[src/core/fdc_pm_consts.svh]
// constants for the floppy controller power manager and its host bridge
`ifndef FDC_PM_CONSTS_SVH
`define FDC_PM_CONSTS_SVH
// host port offsets
`define OFS_STAT_A 3'h0
`define OFS_CFG_INDEX 3'h0
`define OFS_STAT_B 3'h1
`define OFS_CFG_DATA 3'h1
`define OFS_DRV_CTL 3'h2
`define OFS_RATE_STAT 3'h4
`define OFS_FIFO 3'h5
`define OFS_DISK_RATE 3'h7
// key values
`define UNLOCK_KEY 8'h55
`define LOCK_KEY 8'hAA
`define IDLE_MAIN_STAT 8'h80
// field positions
`define DRV_MOTOR_LSB 4
`define DRV_DMA_EN_BIT 3
`define DRV_RESET_N_BIT 2
`define RATE_RESET_BIT 7
`define RATE_PD_BIT 6
`define CFG_APD_REG 5'h07
`define CFG_APD_BIT 7
`define CFG_ID_REG 5'h0D
`define CFG_REV_REG 5'h0E
// reset values
`define DRV_CTL_RST 8'h04
`define RATE_SEL_RST 8'h00
`define CFG_RATE_RST 8'h00
`define CR00_RST 8'h28
`define CR01_RST 8'h90
`define CR03_RST 8'h70
`define CR06_RST 8'hFF
// timing
`define CLK_MHZ 50
`define APD_TIME_US 10000
`define SW_RST_CYC 4'h8
`define STROBE_CYC 3'h4
// host bridge register offsets
`define HOST_CMD_OFS 12'h000
`define HOST_STAT_OFS 12'h004
`define HOST_CTRL_OFS 12'h008
`define CMD_GO_BIT 31
`define CMD_WRITE_BIT 16
`endif

[src/core/fdc_pm_pkg.sv]
// types shared by both ends of the floppy controller host port
package fdc_pm_pkg;
  typedef enum logic [1:0] {PWR_AWAKE, PWR_AUTO_DOWN, PWR_DSR_DOWN} pwr_st_t;
  typedef enum logic [1:0] {CFG_IDLE, CFG_ARMED, CFG_MODE} cfg_st_t;
  typedef enum logic [1:0] {HST_IDLE, HST_SETUP, HST_STROBE, HST_RECOVER} host_st_t;

  typedef struct packed {
    pwr_st_t pwr;
    cfg_st_t cfg_st;
    logic [4:0] cfg_idx;
    logic [31:0][7:0] cfg;
    logic [7:0] drv_ctl;
    logic [7:0] rate_sel;
    logic [7:0] cfg_rate;
    logic [7:0] eff_drv_ctl;
    logic [7:0] eff_cfg_rate;
    logic [19:0] apd_cnt;
    logic [3:0] rst_cnt;
    logic ior_q;
    logic iow_q;
    logic [7:0] rdata;
    logic irq;
    logic drq;
    logic fifo_rd;
    logic fifo_wr;
    logic [7:0] fifo_wdata;
    logic core_rst;
    logic low_power;
    logic [3:0] motor;
    logic [3:0] dsel;
    logic drv_oe;
    logic wr_data;
    logic wr_en;
    logic step;
    logic step_dir;
    logic head;
    logic density;
    logic [1:0] rate;
    logic dma_ack;
    logic term_cnt;
    logic [1:0] track_zero_in_s;
    logic [1:0] idx_s;
    logic [1:0] dchg_s;
    logic [1:0] second_drive_present_in_s;
  } dev_state_t;

  typedef struct packed {
    host_st_t st;
    logic [2:0] cmd_addr;
    logic [7:0] cmd_data;
    logic cmd_wr;
    logic busy;
    logic [7:0] rdata_last;
    logic [2:0] cnt;
    logic cs_n;
    logic ior_n;
    logic iow_n;
    logic [2:0] addr;
    logic [7:0] wdata;
    logic bus_rst;
    logic dma_ack_n;
    logic term_cnt;
    logic [31:0] prdata;
    logic pready;
  } host_state_t;
endpackage

[src/core/fdc_bus_if.sv]
// host i/o port between the bus bridge and the floppy controller
interface fdc_bus_if;
  logic cs_n;
  logic ior_n;
  logic iow_n;
  logic [2:0] addr;
  logic [7:0] wdata;
  logic [7:0] rdata;
  logic bus_rst;
  logic dma_ack_n;
  logic term_cnt;
  logic irq;
  logic drq;
  modport device (input cs_n, ior_n, iow_n, addr, wdata, bus_rst, dma_ack_n, term_cnt, output rdata, irq, drq);
  modport host (output cs_n, ior_n, iow_n, addr, wdata, bus_rst, dma_ack_n, term_cnt, input rdata, irq, drq);
endinterface

[src/core/fdc_pm_device.sv]
// floppy controller host port with auto powerdown and configuration access
`include "fdc_pm_consts.svh"
module fdc_pm_device #(
  parameter int APD_CYCLES = `APD_TIME_US * `CLK_MHZ,
  parameter logic [7:0] DEVICE_ID = 8'h5A
) (
  // clock and reset
  input wire logic pclk,
  input wire logic presetn,
  // host port
  fdc_bus_if.device bus,
  // controller core
  input wire logic [7:0] core_status_in,
  input wire logic core_int_in,
  input wire logic core_drq_in,
  input wire logic head_unload_done_in,
  input wire logic [7:0] fifo_rdata_in,
  output logic fifo_rd_out,
  output logic fifo_wr_out,
  output logic [7:0] fifo_wdata_out,
  output logic core_reset_out,
  output logic low_power_out,
  output logic dma_acknowledge_in,
  output logic terminal_count_in,
  input wire logic core_step_in,
  input wire logic core_dir_in,
  input wire logic core_head_in,
  input wire logic core_wr_data_in,
  input wire logic core_wr_en_in,
  // drive pins
  output logic [3:0] motor_enable_out,
  output logic motor_enable_oe,
  output logic [3:0] drive_select_out,
  output logic drive_select_oe,
  output logic write_data_out,
  output logic write_data_oe,
  output logic write_enable_out,
  output logic write_enable_oe,
  output logic step_out,
  output logic step_dir_out,
  output logic head_select_out,
  output logic density_select_out,
  output logic [1:0] data_rate_out,
  input wire logic track_zero_in,
  input wire logic index_pulse_in,
  input wire logic disk_change_in,
  input wire logic second_drive_present_in
);
  // ************************************************************
  // reset image
  // ************************************************************
  function automatic fdc_pm_pkg::dev_state_t rst_state();
    fdc_pm_pkg::dev_state_t r;
    r = '0;
    r.pwr = fdc_pm_pkg::PWR_AWAKE;
    r.cfg_st = fdc_pm_pkg::CFG_IDLE;
    r.cfg[0] = `CR00_RST;
    r.cfg[1] = `CR01_RST;
    r.cfg[3] = `CR03_RST;
    r.cfg[6] = `CR06_RST;
    r.cfg[`CFG_ID_REG] = DEVICE_ID; // id value is arbitrary
    r.drv_ctl = `DRV_CTL_RST;
    r.rate_sel = `RATE_SEL_RST;
    r.cfg_rate = `CFG_RATE_RST;
    r.eff_drv_ctl = `DRV_CTL_RST;
    r.eff_cfg_rate = `CFG_RATE_RST;
    r.ior_q = 1'b1;
    r.iow_q = 1'b1;
    r.core_rst = 1'b1;
    r.drv_oe = 1'b1;
    return r;
  endfunction
  localparam fdc_pm_pkg::dev_state_t RST = rst_state();

  fdc_pm_pkg::dev_state_t s_ff;
  fdc_pm_pkg::dev_state_t nxt_s;

  // ************************************************************
  // next state
  // ************************************************************
  always_comb
  begin
    logic sel;
    logic rd_ev;
    logic wr_ev;
    logic [2:0] a;
    logic [7:0] d;
    logic sw_rst;
    logic wake_acc;
    logic restart;
    logic apd_en;
    logic cond_ok;
    logic down;
    sel = 1'b0;
    rd_ev = 1'b0;
    wr_ev = 1'b0;
    a = 3'h0;
    d = 8'h00;
    sw_rst = 1'b0;
    wake_acc = 1'b0;
    restart = 1'b0;
    apd_en = 1'b0;
    cond_ok = 1'b0;
    down = 1'b0;
    nxt_s = s_ff;
    // host inputs keep being watched whatever the power state
    sel = ~bus.cs_n;
    a = bus.addr;
    d = bus.wdata;
    rd_ev = sel & ~bus.ior_n & s_ff.ior_q;
    wr_ev = sel & ~bus.iow_n & s_ff.iow_q;
    nxt_s.ior_q = bus.ior_n;
    nxt_s.iow_q = bus.iow_n;
    nxt_s.dma_ack = ~bus.dma_ack_n;
    nxt_s.term_cnt = bus.term_cnt;
    // drive status stays an input; two-stage synchronisers
    nxt_s.track_zero_in_s = {s_ff.track_zero_in_s[0], track_zero_in};
    nxt_s.idx_s = {s_ff.idx_s[0], index_pulse_in};
    nxt_s.dchg_s = {s_ff.dchg_s[0], disk_change_in};
    nxt_s.second_drive_present_in_s = {s_ff.second_drive_present_in_s[0], second_drive_present_in};
    nxt_s.fifo_rd = 1'b0;
    nxt_s.fifo_wr = 1'b0;
    if (s_ff.rst_cnt != 4'h0)
    begin
      nxt_s.rst_cnt = s_ff.rst_cnt - 4'h1;
    end
    // writes are stored whatever the power state
    if (wr_ev && a == `OFS_DRV_CTL)
    begin
      nxt_s.drv_ctl = d;
      sw_rst = ~d[`DRV_RESET_N_BIT];
      wake_acc = |d[7:`DRV_MOTOR_LSB];
    end
    else if (wr_ev && a == `OFS_RATE_STAT)
    begin
      nxt_s.rate_sel = {1'b0, d[6:0]};
      sw_rst = d[`RATE_RESET_BIT];
    end
    else if (wr_ev && a == `OFS_DISK_RATE)
    begin
      nxt_s.cfg_rate = d;
    end
    else if ((rd_ev || wr_ev) && a == `OFS_FIFO)
    begin
      wake_acc = 1'b1;
      restart = 1'b1;
      nxt_s.fifo_rd = rd_ev;
      nxt_s.fifo_wr = wr_ev;
      nxt_s.fifo_wdata = d;
    end
    else if (rd_ev && a == `OFS_RATE_STAT)
    begin
      wake_acc = 1'b1;
      restart = 1'b1;
    end
    if (sw_rst)
    begin
      nxt_s.rst_cnt = `SW_RST_CYC;
    end
    // configuration unlock, index and data, only while selected
    if (wr_ev)
    begin
      case (s_ff.cfg_st)
        fdc_pm_pkg::CFG_IDLE:
        begin
          if (a == `OFS_CFG_INDEX && d == `UNLOCK_KEY)
          begin
            nxt_s.cfg_st = fdc_pm_pkg::CFG_ARMED;
          end
        end
        fdc_pm_pkg::CFG_ARMED:
        begin
          if (a == `OFS_CFG_INDEX && d == `UNLOCK_KEY)
          begin
            nxt_s.cfg_st = fdc_pm_pkg::CFG_MODE;
          end
          else
          begin
            nxt_s.cfg_st = fdc_pm_pkg::CFG_IDLE;
          end
        end
        fdc_pm_pkg::CFG_MODE:
        begin
          if (a == `OFS_CFG_INDEX && d == `LOCK_KEY)
          begin
            nxt_s.cfg_st = fdc_pm_pkg::CFG_IDLE;
          end
          else if (a == `OFS_CFG_INDEX)
          begin
            nxt_s.cfg_idx = d[4:0];
          end
          else if (a == `OFS_CFG_DATA && s_ff.cfg_idx != `CFG_ID_REG && s_ff.cfg_idx != `CFG_REV_REG)
          begin
            nxt_s.cfg[s_ff.cfg_idx] = d;
          end
        end
        default:
        begin
          nxt_s.cfg_st = fdc_pm_pkg::CFG_IDLE;
        end
      endcase
    end
    // read data follows the strobe; reads show live status
    if (sel && !bus.ior_n)
    begin
      if (s_ff.cfg_st == fdc_pm_pkg::CFG_MODE && a == `OFS_CFG_DATA)
      begin
        nxt_s.rdata = s_ff.cfg[s_ff.cfg_idx];
      end
      else if (a == `OFS_STAT_A)
      begin
        nxt_s.rdata = {core_int_in, 3'b000, s_ff.second_drive_present_in_s[1], s_ff.idx_s[1], 1'b0, s_ff.track_zero_in_s[1]};
      end
      else if (a == `OFS_STAT_B)
      begin
        nxt_s.rdata = {2'b11, s_ff.drv_ctl[5:4], 3'b000, s_ff.drv_ctl[0]};
      end
      else if (a == `OFS_DRV_CTL)
      begin
        nxt_s.rdata = s_ff.drv_ctl; // reading never wakes
      end
      else if (a == `OFS_RATE_STAT)
      begin
        nxt_s.rdata = core_status_in;
      end
      else if (a == `OFS_FIFO)
      begin
        nxt_s.rdata = fifo_rdata_in;
      end
      else if (a == `OFS_DISK_RATE)
      begin
        nxt_s.rdata = {s_ff.dchg_s[1], 7'h00};
      end
      else
      begin
        nxt_s.rdata = 8'h00;
      end
    end
    // ************************************************************
    // power state
    // ************************************************************
    apd_en = s_ff.cfg[`CFG_APD_REG][`CFG_APD_BIT];
    cond_ok = s_ff.drv_ctl[7:`DRV_MOTOR_LSB] == 4'h0 && core_status_in == `IDLE_MAIN_STAT && !core_int_in
      && head_unload_done_in && s_ff.apd_cnt == 20'(APD_CYCLES);
    case (s_ff.pwr)
      fdc_pm_pkg::PWR_AWAKE:
      begin
        if (!apd_en || restart)
        begin
          nxt_s.apd_cnt = 20'h0_0000;
        end
        else if (s_ff.apd_cnt != 20'(APD_CYCLES))
        begin
          nxt_s.apd_cnt = s_ff.apd_cnt + 20'h0_0001;
        end
        if (apd_en && cond_ok && !wake_acc && !sw_rst)
        begin
          nxt_s.pwr = fdc_pm_pkg::PWR_AUTO_DOWN;
        end
      end
      fdc_pm_pkg::PWR_AUTO_DOWN:
      begin
        // register wake keeps every register as it stands
        if (wake_acc || sw_rst || !apd_en)
        begin
          nxt_s.pwr = fdc_pm_pkg::PWR_AWAKE;
          nxt_s.apd_cnt = 20'h0_0000;
        end
      end
      default:
      begin
        // only a reset ends a rate-select powerdown
        if (sw_rst)
        begin
          nxt_s.pwr = fdc_pm_pkg::PWR_AWAKE;
          nxt_s.apd_cnt = 20'h0_0000;
        end
      end
    endcase
    if (wr_ev && a == `OFS_RATE_STAT && d[`RATE_PD_BIT] && !sw_rst)
    begin
      nxt_s.pwr = fdc_pm_pkg::PWR_DSR_DOWN;
    end
    // bus reset pin: full reset, config registers survive
    if (bus.bus_rst)
    begin
      nxt_s.pwr = fdc_pm_pkg::PWR_AWAKE;
      nxt_s.apd_cnt = 20'h0_0000;
      nxt_s.drv_ctl = `DRV_CTL_RST;
      nxt_s.rate_sel = `RATE_SEL_RST;
      nxt_s.cfg_rate = `CFG_RATE_RST;
      nxt_s.rst_cnt = `SW_RST_CYC;
    end
    // ************************************************************
    // pins
    // ************************************************************
    down = nxt_s.pwr != fdc_pm_pkg::PWR_AWAKE;
    // stored writes take effect only once awake
    if (!down)
    begin
      nxt_s.eff_drv_ctl = nxt_s.drv_ctl;
      nxt_s.eff_cfg_rate = nxt_s.cfg_rate;
    end
    nxt_s.core_rst = bus.bus_rst | ~nxt_s.drv_ctl[`DRV_RESET_N_BIT] | (nxt_s.rst_cnt != 4'h0);
    // brief power rise while the host strobes, then low again
    nxt_s.low_power = down & ~(sel & (~bus.ior_n | ~bus.iow_n));
    nxt_s.irq = ~down & core_int_in & nxt_s.eff_drv_ctl[`DRV_DMA_EN_BIT];
    nxt_s.drq = ~down & core_drq_in & nxt_s.eff_drv_ctl[`DRV_DMA_EN_BIT];
    nxt_s.drv_oe = ~down;
    nxt_s.motor = nxt_s.eff_drv_ctl[7:`DRV_MOTOR_LSB];
    nxt_s.dsel = 4'h1 << nxt_s.eff_drv_ctl[1:0];
    nxt_s.wr_data = core_wr_data_in;
    nxt_s.wr_en = core_wr_en_in;
    // these stay driven through powerdown
    nxt_s.step = core_step_in;
    nxt_s.step_dir = core_dir_in;
    nxt_s.head = core_head_in;
    nxt_s.rate = nxt_s.eff_cfg_rate[1:0];
    nxt_s.density = nxt_s.eff_cfg_rate[1:0] != 2'h2;
  end

  always_ff @(posedge pclk or negedge presetn)
  begin
    if (!presetn)
    begin
      s_ff <= RST;
    end
    else
    begin
      s_ff <= nxt_s;
    end
  end

  // ************************************************************
  // outputs
  // ************************************************************
  assign bus.rdata = s_ff.rdata;
  assign bus.irq = s_ff.irq;
  assign bus.drq = s_ff.drq;
  assign fifo_rd_out = s_ff.fifo_rd;
  assign fifo_wr_out = s_ff.fifo_wr;
  assign fifo_wdata_out = s_ff.fifo_wdata;
  assign core_reset_out = s_ff.core_rst;
  assign low_power_out = s_ff.low_power;
  assign dma_acknowledge_in = s_ff.dma_ack;
  assign terminal_count_in = s_ff.term_cnt;
  assign motor_enable_out = s_ff.motor;
  assign motor_enable_oe = s_ff.drv_oe;
  assign drive_select_out = s_ff.dsel;
  assign drive_select_oe = s_ff.drv_oe;
  assign write_data_out = s_ff.wr_data;
  assign write_data_oe = s_ff.drv_oe;
  assign write_enable_out = s_ff.wr_en;
  assign write_enable_oe = s_ff.drv_oe;
  assign step_out = s_ff.step;
  assign step_dir_out = s_ff.step_dir;
  assign head_select_out = s_ff.head;
  assign density_select_out = s_ff.density;
  assign data_rate_out = s_ff.rate;
endmodule

[src/flat_wrapper.sv]
// flat-port wrapper written by rule: the top's interface ports become plain ports
module fdc_pm_device_flat 
#(
  parameter int APD_CYCLES = `APD_TIME_US * `CLK_MHZ,
  parameter logic [7:0] DEVICE_ID = 8'h5A
)
  (pclk, presetn, core_status_in, core_int_in, core_drq_in, head_unload_done_in, fifo_rdata_in, fifo_rd_out, fifo_wr_out, fifo_wdata_out, core_reset_out, low_power_out, dma_acknowledge_in, terminal_count_in, core_step_in, core_dir_in, core_head_in, core_wr_data_in, core_wr_en_in, motor_enable_out, motor_enable_oe, drive_select_out, drive_select_oe, write_data_out, write_data_oe, write_enable_out, write_enable_oe, step_out, step_dir_out, head_select_out, density_select_out, data_rate_out, track_zero_in, index_pulse_in, disk_change_in, second_drive_present_in, bus_cs_n, bus_ior_n, bus_iow_n, bus_addr, bus_wdata, bus_bus_rst, bus_dma_ack_n, bus_term_cnt, bus_rdata, bus_irq, bus_drq);
  fdc_bus_if bus_i ();
  input wire logic pclk;
  input wire logic presetn;
  input wire logic [7:0] core_status_in;
  input wire logic core_int_in;
  input wire logic core_drq_in;
  input wire logic head_unload_done_in;
  input wire logic [7:0] fifo_rdata_in;
  output logic fifo_rd_out;
  output logic fifo_wr_out;
  output logic [7:0] fifo_wdata_out;
  output logic core_reset_out;
  output logic low_power_out;
  output logic dma_acknowledge_in;
  output logic terminal_count_in;
  input wire logic core_step_in;
  input wire logic core_dir_in;
  input wire logic core_head_in;
  input wire logic core_wr_data_in;
  input wire logic core_wr_en_in;
  output logic [3:0] motor_enable_out;
  output logic motor_enable_oe;
  output logic [3:0] drive_select_out;
  output logic drive_select_oe;
  output logic write_data_out;
  output logic write_data_oe;
  output logic write_enable_out;
  output logic write_enable_oe;
  output logic step_out;
  output logic step_dir_out;
  output logic head_select_out;
  output logic density_select_out;
  output logic [1:0] data_rate_out;
  input wire logic track_zero_in;
  input wire logic index_pulse_in;
  input wire logic disk_change_in;
  input wire logic second_drive_present_in;
  input wire logic [$bits(bus_i.cs_n)-1:0] bus_cs_n;
  input wire logic [$bits(bus_i.ior_n)-1:0] bus_ior_n;
  input wire logic [$bits(bus_i.iow_n)-1:0] bus_iow_n;
  input wire logic [$bits(bus_i.addr)-1:0] bus_addr;
  input wire logic [$bits(bus_i.wdata)-1:0] bus_wdata;
  input wire logic [$bits(bus_i.bus_rst)-1:0] bus_bus_rst;
  input wire logic [$bits(bus_i.dma_ack_n)-1:0] bus_dma_ack_n;
  input wire logic [$bits(bus_i.term_cnt)-1:0] bus_term_cnt;
  output wire logic [$bits(bus_i.rdata)-1:0] bus_rdata;
  output wire logic [$bits(bus_i.irq)-1:0] bus_irq;
  output wire logic [$bits(bus_i.drq)-1:0] bus_drq;
  assign bus_i.cs_n = bus_cs_n;
  assign bus_i.ior_n = bus_ior_n;
  assign bus_i.iow_n = bus_iow_n;
  assign bus_i.addr = bus_addr;
  assign bus_i.wdata = bus_wdata;
  assign bus_i.bus_rst = bus_bus_rst;
  assign bus_i.dma_ack_n = bus_dma_ack_n;
  assign bus_i.term_cnt = bus_term_cnt;
  assign bus_rdata = bus_i.rdata;
  assign bus_irq = bus_i.irq;
  assign bus_drq = bus_i.drq;
  fdc_pm_device #(.APD_CYCLES(APD_CYCLES), .DEVICE_ID(DEVICE_ID)) u_core (.pclk(pclk), .presetn(presetn), .bus(bus_i), .core_status_in(core_status_in), .core_int_in(core_int_in), .core_drq_in(core_drq_in), .head_unload_done_in(head_unload_done_in), .fifo_rdata_in(fifo_rdata_in), .fifo_rd_out(fifo_rd_out), .fifo_wr_out(fifo_wr_out), .fifo_wdata_out(fifo_wdata_out), .core_reset_out(core_reset_out), .low_power_out(low_power_out), .dma_acknowledge_in(dma_acknowledge_in), .terminal_count_in(terminal_count_in), .core_step_in(core_step_in), .core_dir_in(core_dir_in), .core_head_in(core_head_in), .core_wr_data_in(core_wr_data_in), .core_wr_en_in(core_wr_en_in), .motor_enable_out(motor_enable_out), .motor_enable_oe(motor_enable_oe), .drive_select_out(drive_select_out), .drive_select_oe(drive_select_oe), .write_data_out(write_data_out), .write_data_oe(write_data_oe), .write_enable_out(write_enable_out), .write_enable_oe(write_enable_oe), .step_out(step_out), .step_dir_out(step_dir_out), .head_select_out(head_select_out), .density_select_out(density_select_out), .data_rate_out(data_rate_out), .track_zero_in(track_zero_in), .index_pulse_in(index_pulse_in), .disk_change_in(disk_change_in), .second_drive_present_in(second_drive_present_in));
endmodule
[config.mk]
export PLATFORM = sky130hd
export DESIGN_NAME = fdc_pm_device_flat
export DESIGN_NICKNAME = d
export VERILOG_FILES = /design/src/core/fdc_pm_pkg.sv /design/src/core/fdc_bus_if.sv /design/src/core/fdc_pm_device.sv /design/src/flat_wrapper.sv
export VERILOG_INCLUDE_DIRS = /design/src /design/src/core
export SDC_FILE = /design/constraint.sdc
export NUM_CORES = 1
export LEC_CHECK = 0
export ABC_AREA = 0
export ABC_CLOCK_PERIOD_IN_PS = 2700
export BUFFER_PORTS_ARGS = -buffer_cell sky130_fd_sc_hd__buf_4
export CORE_AREA = 2 2 170 172
export CTS_BUF_LIST = sky130_fd_sc_hd__clkbuf_2 sky130_fd_sc_hd__clkbuf_4 sky130_fd_sc_hd__clkbuf_8
export DETAILED_ROUTE_END_ITERATION = 12
export DIE_AREA = 0 0 172 174
export MAX_ROUTING_LAYER = met4
export PLACE_DENSITY = 0.77
export SLEW_MARGIN = 20
export SYNTH_ARGS = -nofsm -noshare
export SYNTH_HDL_FRONTEND = slang
export SYNTH_SLANG_ARGS = --single-unit
[constraint.sdc]
create_clock -name pclk -period 2.7 [get_ports pclk]
set_input_delay 0 -clock pclk [delete_from_list [all_inputs] [get_ports pclk]]
set_output_delay 0 -clock pclk [all_outputs]
set_load 0.1 [all_outputs]
* After elaboration in Yosys (flattened, before gate mapping) *
Cells that the tools add are included.
Widths: inputs -> output; s select.

storage, ports and cells
  bits in registers = 370

operators by class
  add/subtract/negate cells = 2
  magnitude comparators = 2
  eq/ne operators = 20
  shift-type cells = 1
  mux-type cells = 49
  bitwise logic cells = 26
  reductions and logical operators = 44

operators by type and width
  operator               number
  $bwmux 256             1
  $mux 8                 13
  $mux 20                4
  $mux 24                2
  $bmux 8 s5             1
  $demux 8 s5            1
  $mux 10                4
  $pmux 20 s2            1
  $mux 16                2
  $logic_and 1x1->1      21
  $add 20x1->20 const B  1
  $eq 20x19->1 const B   1
  $ne 20x19->1 const B   1
  $eq 8x8->1 const B     2
  $mux 2                 8
  $not 1->1              13
  $reduce_bool 4->1      3
  $and 1x1->1            10
  $ne 5x4->1 const B     2
  $eq 3x3->1 const B     3
  $eq 8x7->1 const B     1
  $mux 1                 8
  $mux 4                 2
  $reduce_and 4->1       2
  other kinds (24)       37

* Depth between registers and ports, before layout *
Gate-level depths: netlist of the first run.

  depth in word-level cells = 20
  gate-level depth with buffers = 9
  mapped depth without buffers = 8

* Worst setup path after synthesis of the first run *
Ideal clock, no wire load.

  path kind = flip-flop to flip-flop
  start = register u_core.s_ff[49] in the netlist's numbering
  end = register u_core.s_ff[126] in the netlist's numbering
  setup time = 0.125 ns
  data arrival time = 2.213 ns
  required time = 2.575 ns
  setup slack = 0.362 ns
  cell stages (with the launch flop) = 8
  buffers on the path = 2
  period minus slack after synthesis = 2.338 ns
  cells stage by stage = dfstp_2 > or3b_2 > nor3_2 > and3_1 > buf_2 > and2_1 > buf_4 > mux2_2

on the way
  cells in the longest elaborated chain, start to end = 2

ends and longest elaborated chain
  what                               line                  source
  start, declared                    fdc_pm_device.sv:75   fdc_pm_pkg::dev_state_t s_ff;
  start signal, assigned             fdc_pm_device.sv:330  s_ff <= nxt_s;
  $and 1x1->1                        fdc_pm_device.sv:111  wr_ev = sel & ~bus.iow_n & s_ff.iow_q;
  $reduce_and 5->1 (no source line)  n/a

No other way between the ends.
A chain may end at the register's enable or synchronous reset.

* Final worst setup path of the first run *
  start = register u_core.s_ff[371] in the netlist's numbering
  end = register u_core.s_ff[139] in the netlist's numbering

on the way
  cells in the longest elaborated chain, start to end = 5
  elaborated cells between the ends (all ways) = 11
  those cells by class = order compare (2); eq/ne (2); mux (3); reduce/logical (4)

ends and longest elaborated chain
  what                                                            line                  source
  $lt 5x6->1 (implied by the code) or $ge 5x1->1 (tied branches)  fdc_pm_device.sv:194  nxt_s.cfg[s_ff.cfg_idx] = d;
  $logic_and 1x1->1 (implied by the code)                         fdc_pm_device.sv:194
  $mux 8 (implied by the code)                                    fdc_pm_device.sv:194
  $demux 8 s5                                                     n/a
  $bwmux 256                                                      fdc_pm_device.sv:194

Several ways; a longest one is shown, not always the timed one.

==> reports/metrics.cfg, run 1 <==
[global_routing]
globalRouteOverflowTotal=0
grtUsageTotal=0.279
grt_max_degree=106
first_global_vias=11034
antenna_found_initial=0
grt_pass1_wl_mm=62.3

[clock_tree]
clk_pin_slew_ns=0.06
cts_buffer_depth=3
cts_resized=0
clock_latency_ns=0.60
cts.sinks=352
clock-root-buffer=clkbuf_8
cts_buffers=57
ctsHtreeMaxLevel=2
cts_tree=done

[logic_synthesis]
avgSynthCellArea_sq_um=13.5
ys_warn_count=0
synthTopCellsByArea=dfrtp_1, mux2_2, mux4_2, dfstp_2, buf_4
synth_edf_count=0
async_flop_share=1.00
synthFlopType=dfrtp_1
synth_seq_cells=352
syn_nets=1279
synthTopCellsByCount=dfrtp_1, mux2_2, clkbuf_1, mux4_2, nand2_1
synth_top_cell_by_area=dfrtp_1
synth_area_sq_mm=0.0166
yosysSeqAreaShare=0.532
synth_cells=1229
synth_top_area_frac=0.494
yosysMostFrequentCell=dfrtp_1
ys_types=74

[floorplan]
die_h_microns=174
coreArea_sq_mm=0.0282
ios=91
rows=62
initial_core_util=0.588
die_w_microns=172
dieArea_sq_mm=0.0299

[placement]
postPlaceCellArea_sq_mm=0.0176
port_buffers=90
dp_slack_ns=0.166
place_congestion=0.929
hpwl_mm=25.2

[setup_path]
crit_family=simple AND/OR/NAND/NOR gates
crit_top_cell=buf_4
crit_fanout=10
arrival_ns=3.09
critPathKind=flip-flop to flip-flop
path_buf_inv=3
required_ns=3.17
crit_path_top_delay_cell=dfrtp_4
cp-end-kind=flip-flop
worstPathCellList=buf_4 > buf_4 > inv_1 > nor2_2 > nand2_1 > mux2_2
cp.depth=6
cp-start-kind=flip-flop
r2r_cells=6
critPathMaxStageDelay_ns=0.57

[hold_path]
hp-class=input pin to flip-flop
hold_path_depth=5

[routing]
vias_per_cell=6.10
drt_iter0_drc=862
routed_wl_mm=39.6
drc=0
dr.pass1.iters=6
wl_per_cell_microns=22.4
drtAntennaViolNets=0
via_count=10782

[sta]
fin_tns_setup_ns=0
finalSetupViolations=0
holdWs_ns=0.0116
fin_crit_sh=0.969
finClkSkew_ns=0.0283
slew_viol_final=0
max_freq_ghz=0.382
worst_slew_pin_slew_ns=0.906
setup_ws_ns=0.0837
min_period_ns=2.62
hold_violations=0
relSlewSlack=0.396
rsz0062_at_grt=no

[outcome]
status=complete, no violations

[power]
pwr_density_cell_mw_per_mm2=597
total_power_uw=11500
p_leak_uw=0.00915
ir_drop_mv=0.534

[layout]
final_nets=1390
multi_input_area_sq_mm=0.00706
nFillCells=1981
syn2layout_area_growth_pct=15.7
drive_gt1_frac=0.463
seq_area_sq_mm=0.00884
design_area_sq_mm=0.0192
antenna_cells=0

[flow_run]
cap_violations=0

[per-stage QoR]
| stage | util | instances |
|---|---|---|
| final | 0.681 | 1768 |
| after global routing | 0.681 | 1768 |
| after CTS | 0.681 | 1768 |
| after detailed placement | 0.625 | 1632 |
| after global placement | 0.625 | 1632 |
| after floorplan | - | 1229 |
[per-layer routing]
metal,track usage,wire length [microns],share of wire
met1,0.384,17100,0.43
met2,0.434,18900,0.48
met3,0.0417,2510,0.063
met4,0.0865,1080,0.027
met5,-,0,0
[placed cells by master (no fill, tap or decap), types with 5 or more instances in the layout]
cell type / n
a211o_1: 5
a211oi_1: 5
a21oi_1: 31
a22o_1: 5
a22oi_1: 12
and2_1: 6
and3_1: 17
buf_12: 9
buf_4: 135
clkbuf_4: 20
clkbuf_8: 72
clkinv_2: 8
dfrtp_1: 326
dfstp_2: 24
dlygate4sd3_1: 33
inv_1: 14
mux2_2: 264
mux2i_1: 18
mux4_2: 65
nand2_1: 64
nand2_2: 5
nand2b_1: 6
nand3_1: 37
nand4_1: 5
nor2_1: 36
nor2_2: 7
nor2b_1: 8
nor3_1: 15
nor4_1: 10
o21ai_0: 25
o31ai_1: 6
or3_1: 7
[layout make-up]
class	instances	area share
clock buffer	92	0.0594
inverter	14	0.00273
clock inverter	11	0.00566
multi-input combinational	737	0.367
sequential	352	0.460
timing repair buffer	178	0.0801
tap	384	0.0250
[worst register-to-register path, cell delays in order (launching register included)]
cell and delay [ns]:
dfrtp_4 0.57, buf_4 0.27, buf_4 0.21, inv_1 0.11
nor2_2 0.46, nand2_1 0.46, mux2_2 0.42
[kinds of logic (layout without fill, tap and decap cells)]
| kind of cell | after synthesis | in the layout | synth area share |
|---|---|---|---|
| xor+xnor | 4 | 4 | 0.00211 |
| mux | 349 | 349 | 0.280 |
| buf+inv | 140 | 295 | 0.0429 |
| flops | 352 | 352 | 0.532 |
| compound gates | 119 | 119 | 0.0509 |
| simple gates | 262 | 262 | 0.0899 |
| fa+ha+maj | 3 | 3 | 0.00226 |
[report_power, final]
group | total, uW | leakage, uW | internal (uW) | switching (uW)
Sequential | 5430 | 0.00475 | 5370 | 60.0
Combinational | 1110 | 0.00373 | 289 | 816
Clock | 4930 | 0.000674 | 2860 | 2070
Total | 11500 | 0.00915 | 8520 | 2950
[path summary, 6_finish.rpt]
check | start | to | slack (ns)
max in group asynchronous | presetn | u_core.s_ff[163] | 1.67
min in group asynchronous | presetn | u_core.s_ff[71] | 0.02
worst max-delay path | u_core.s_ff[371] | u_core.s_ff[139] | 0.08
worst min-delay path | fifo_rdata_in[5] | u_core.bus.rdata[5] | 0.01
worst min register to register | u_core.nxt_s[7] | u_core.s_ff[7] | 0.35
worst max register to register | u_core.s_ff[371] | u_core.s_ff[139] | 0.08
[registers in the layout, summed over array words and instances, names as in the netlist, 3 cells and up]
name                     cells
u_core.nxt_s                 4
u_core.motor_enable_out      3
u_core.fifo_wdata_out        8
u_core.s_ff                310
u_core.bus.rdata             8
u_core.drive_select_out      4
[timing repair]
item	4_1_cts	5_1_grt
endpoints found under the hold margin	171	0
hold buffers	33	0
setup buffers	0	0
Note: power is estimated with default switching activity, not from simulation.
==> inputs of run 2 (changes only) <==
ABC_CLOCK_PERIOD_IN_PS = 2500   (was 2700)
clock period = 2.5 ns   (was 2.7 ns; I/O delays follow)
==> reports/metrics.cfg, run 2 (synthesis results as in run 1) <==
[outcome]
status=complete, no violations

[clock_tree]
ctsHtreeMaxLevel=2
cts_tree=done
cts_buffers=57
clock-root-buffer=clkbuf_8
cts.sinks=352
clock_latency_ns=0.60
clk_pin_slew_ns=0.07
cts_buffer_depth=3

[floorplan]
coreArea_sq_mm=0.0282
rows=62
die_h_microns=174
die_w_microns=172
initial_core_util=0.588
dieArea_sq_mm=0.0299
ios=91

[placement]
place_congestion=0.941
port_buffers=90
postPlaceCellArea_sq_mm=0.0179
hpwl_mm=25.3

[sta]
worst_slew_pin_slew_ns=0.792
fin_tns_setup_ns=0
hold_violations=0
min_period_ns=2.40
slew_viol_final=0
relSlewSlack=0.472
fin_crit_sh=0.958
finClkSkew_ns=0.0295
finalSetupViolations=0
rsz0062_at_grt=no
max_freq_ghz=0.417

[setup_path]
critPathKind=flip-flop to flip-flop
crit_family=multiplexers
path_buf_inv=2
required_ns=2.97
cp.depth=6
r2r_cells=6
cp-start-kind=flip-flop
cp-end-kind=flip-flop
worstPathCellList=buf_12 > mux4_2 > a22o_1 > nor4_1 > buf_4 > o31ai_1
critPathMaxStageDelay_ns=0.59
arrival_ns=2.87
crit_fanout=29
crit_path_top_delay_cell=mux4_2

[global_routing]
globalRouteOverflowTotal=0
grtUsageTotal=0.282
grt_max_degree=99
antenna_found_initial=1
first_global_vias=11291
grt_pass1_wl_mm=62.7

[layout]
syn2layout_area_growth_pct=17.5
mostFrequentLayoutCells=dfrtp_1, mux2_2, buf_4, clkbuf_8, mux4_2
layout_commonest_cell=dfrtp_1
nFillCells=1938
final_nets=1409
design_area_sq_mm=0.0195
drive_gt1_frac=0.472
regMostFlops=u_core.s_ff
largest_reg_flops=310

[routing]
dr.pass1.iters=7
via_count=10957
drtAntennaViolNets=0
vias_per_cell=6.12
wl_per_cell_microns=22.2
routed_wl_mm=39.8
drc=0
drt_iter0_drc=866

[power]
p_switching_uw=3190
ir_drop_mv=0.512
p_leak_uw=0.00928
sw_frac_of_total=0.259
comb_power_share=0.097
pwr_density_cell_mw_per_mm2=632
power_frac_clock=0.428
p_seq_frac=0.475
intPower_uw=9140

[hold_path]
hold_path_depth=5
hp-class=input pin to flip-flop

[flow_run]
cap_violations=0

[run 2: cell types whose count changed in the layout (fill, tap and decap cells not counted), sizes merged]
cell and change:
buf +19, bufinv -1, clkbuf +2, clkinvlp +1, diode +1, inv -1
[run 2: tightest hold or removal path: cells and delay by family]
family / cells / cell delay (ns)
buffers and inverters: 1 / 0.11
muxes: 1 / 0.14
AOI/OAI and AO/OA: 3 / 0.33
[run 2: final timing paths]
| kind | from | slack (ns) | end |
|---|---|---|---|
| worst max-delay path | u_core.s_ff[371] | 0.10 | u_core.bus.rdata[5] |
| worst min-delay path | core_status_in[5] | 0.02 | u_core.bus.rdata[5] |
| worst max register to register | u_core.s_ff[371] | 0.10 | u_core.bus.rdata[5] |
| worst min register to register | u_core.nxt_s[5] | 0.35 | u_core.s_ff[5] |
| max in group asynchronous | presetn | 1.61 | u_core.s_ff[167] |
| min in group asynchronous | presetn | 0.07 | u_core.s_ff[66] |
[run 2: per-layer routing]
layer / GRT usage / routed length, microns / up-vias
li1: - / - / 4741
met1: 0.372 / 16800 / 5646
met2: 0.430 / 18900 / 442
met3: 0.0603 / 2630 / 128
met4: 0.111 / 1500 / 0
met5: - / 0 / -
[run 2: area by class of cell]
cell class	instances	area, sq um	share of cell area
inverters	14	52.6	0.00269
clock buffers	94	1160	0.0596
flip-flops and latches	352	8840	0.453
diodes	1	2.50	0.000128
clock inverters	10	77.6	0.00398
well taps	384	480	0.0246
multi-input cells	737	7060	0.362
repair buffers	197	1830	0.0939
[run 2: per-stage QoR]
step	std cells	worst slack (ns)	util	total power (uW)	hold WS, ns
2_1_floorplan	1229	0.162	-	6770	-0.296
3_3_place_gp	1651	0.134	0.635	7090	0.104
3_5_place_dp	1651	0.0558	0.635	7110	0.107
4_1_cts	1788	0.0495	0.691	12400	0.00275
5_1_grt	1789	0.0226	0.691	12800	0.00971
6_report	1789	0.104	0.691	12300	0.0240
[run 2: power groups by stage]
stage / registers [uW] / logic [uW] / clock network [uW]
detailed placement: 5960 / 1150 / 0
CTS: 5860 / 1200 / 5370
global placement: 5960 / 1130 / 0
floorplan: 6020 / 749 / 0
finish: 5860 / 1190 / 5280
global route: 5870 / 1260 / 5660
[run 2: repair_timing]
action                     CTS  global route
resized for setup            0             2
setup endpoints to repair    0             2
hold endpoints to repair   192             0
hold buffers                33             0
buffers inserted             0             0
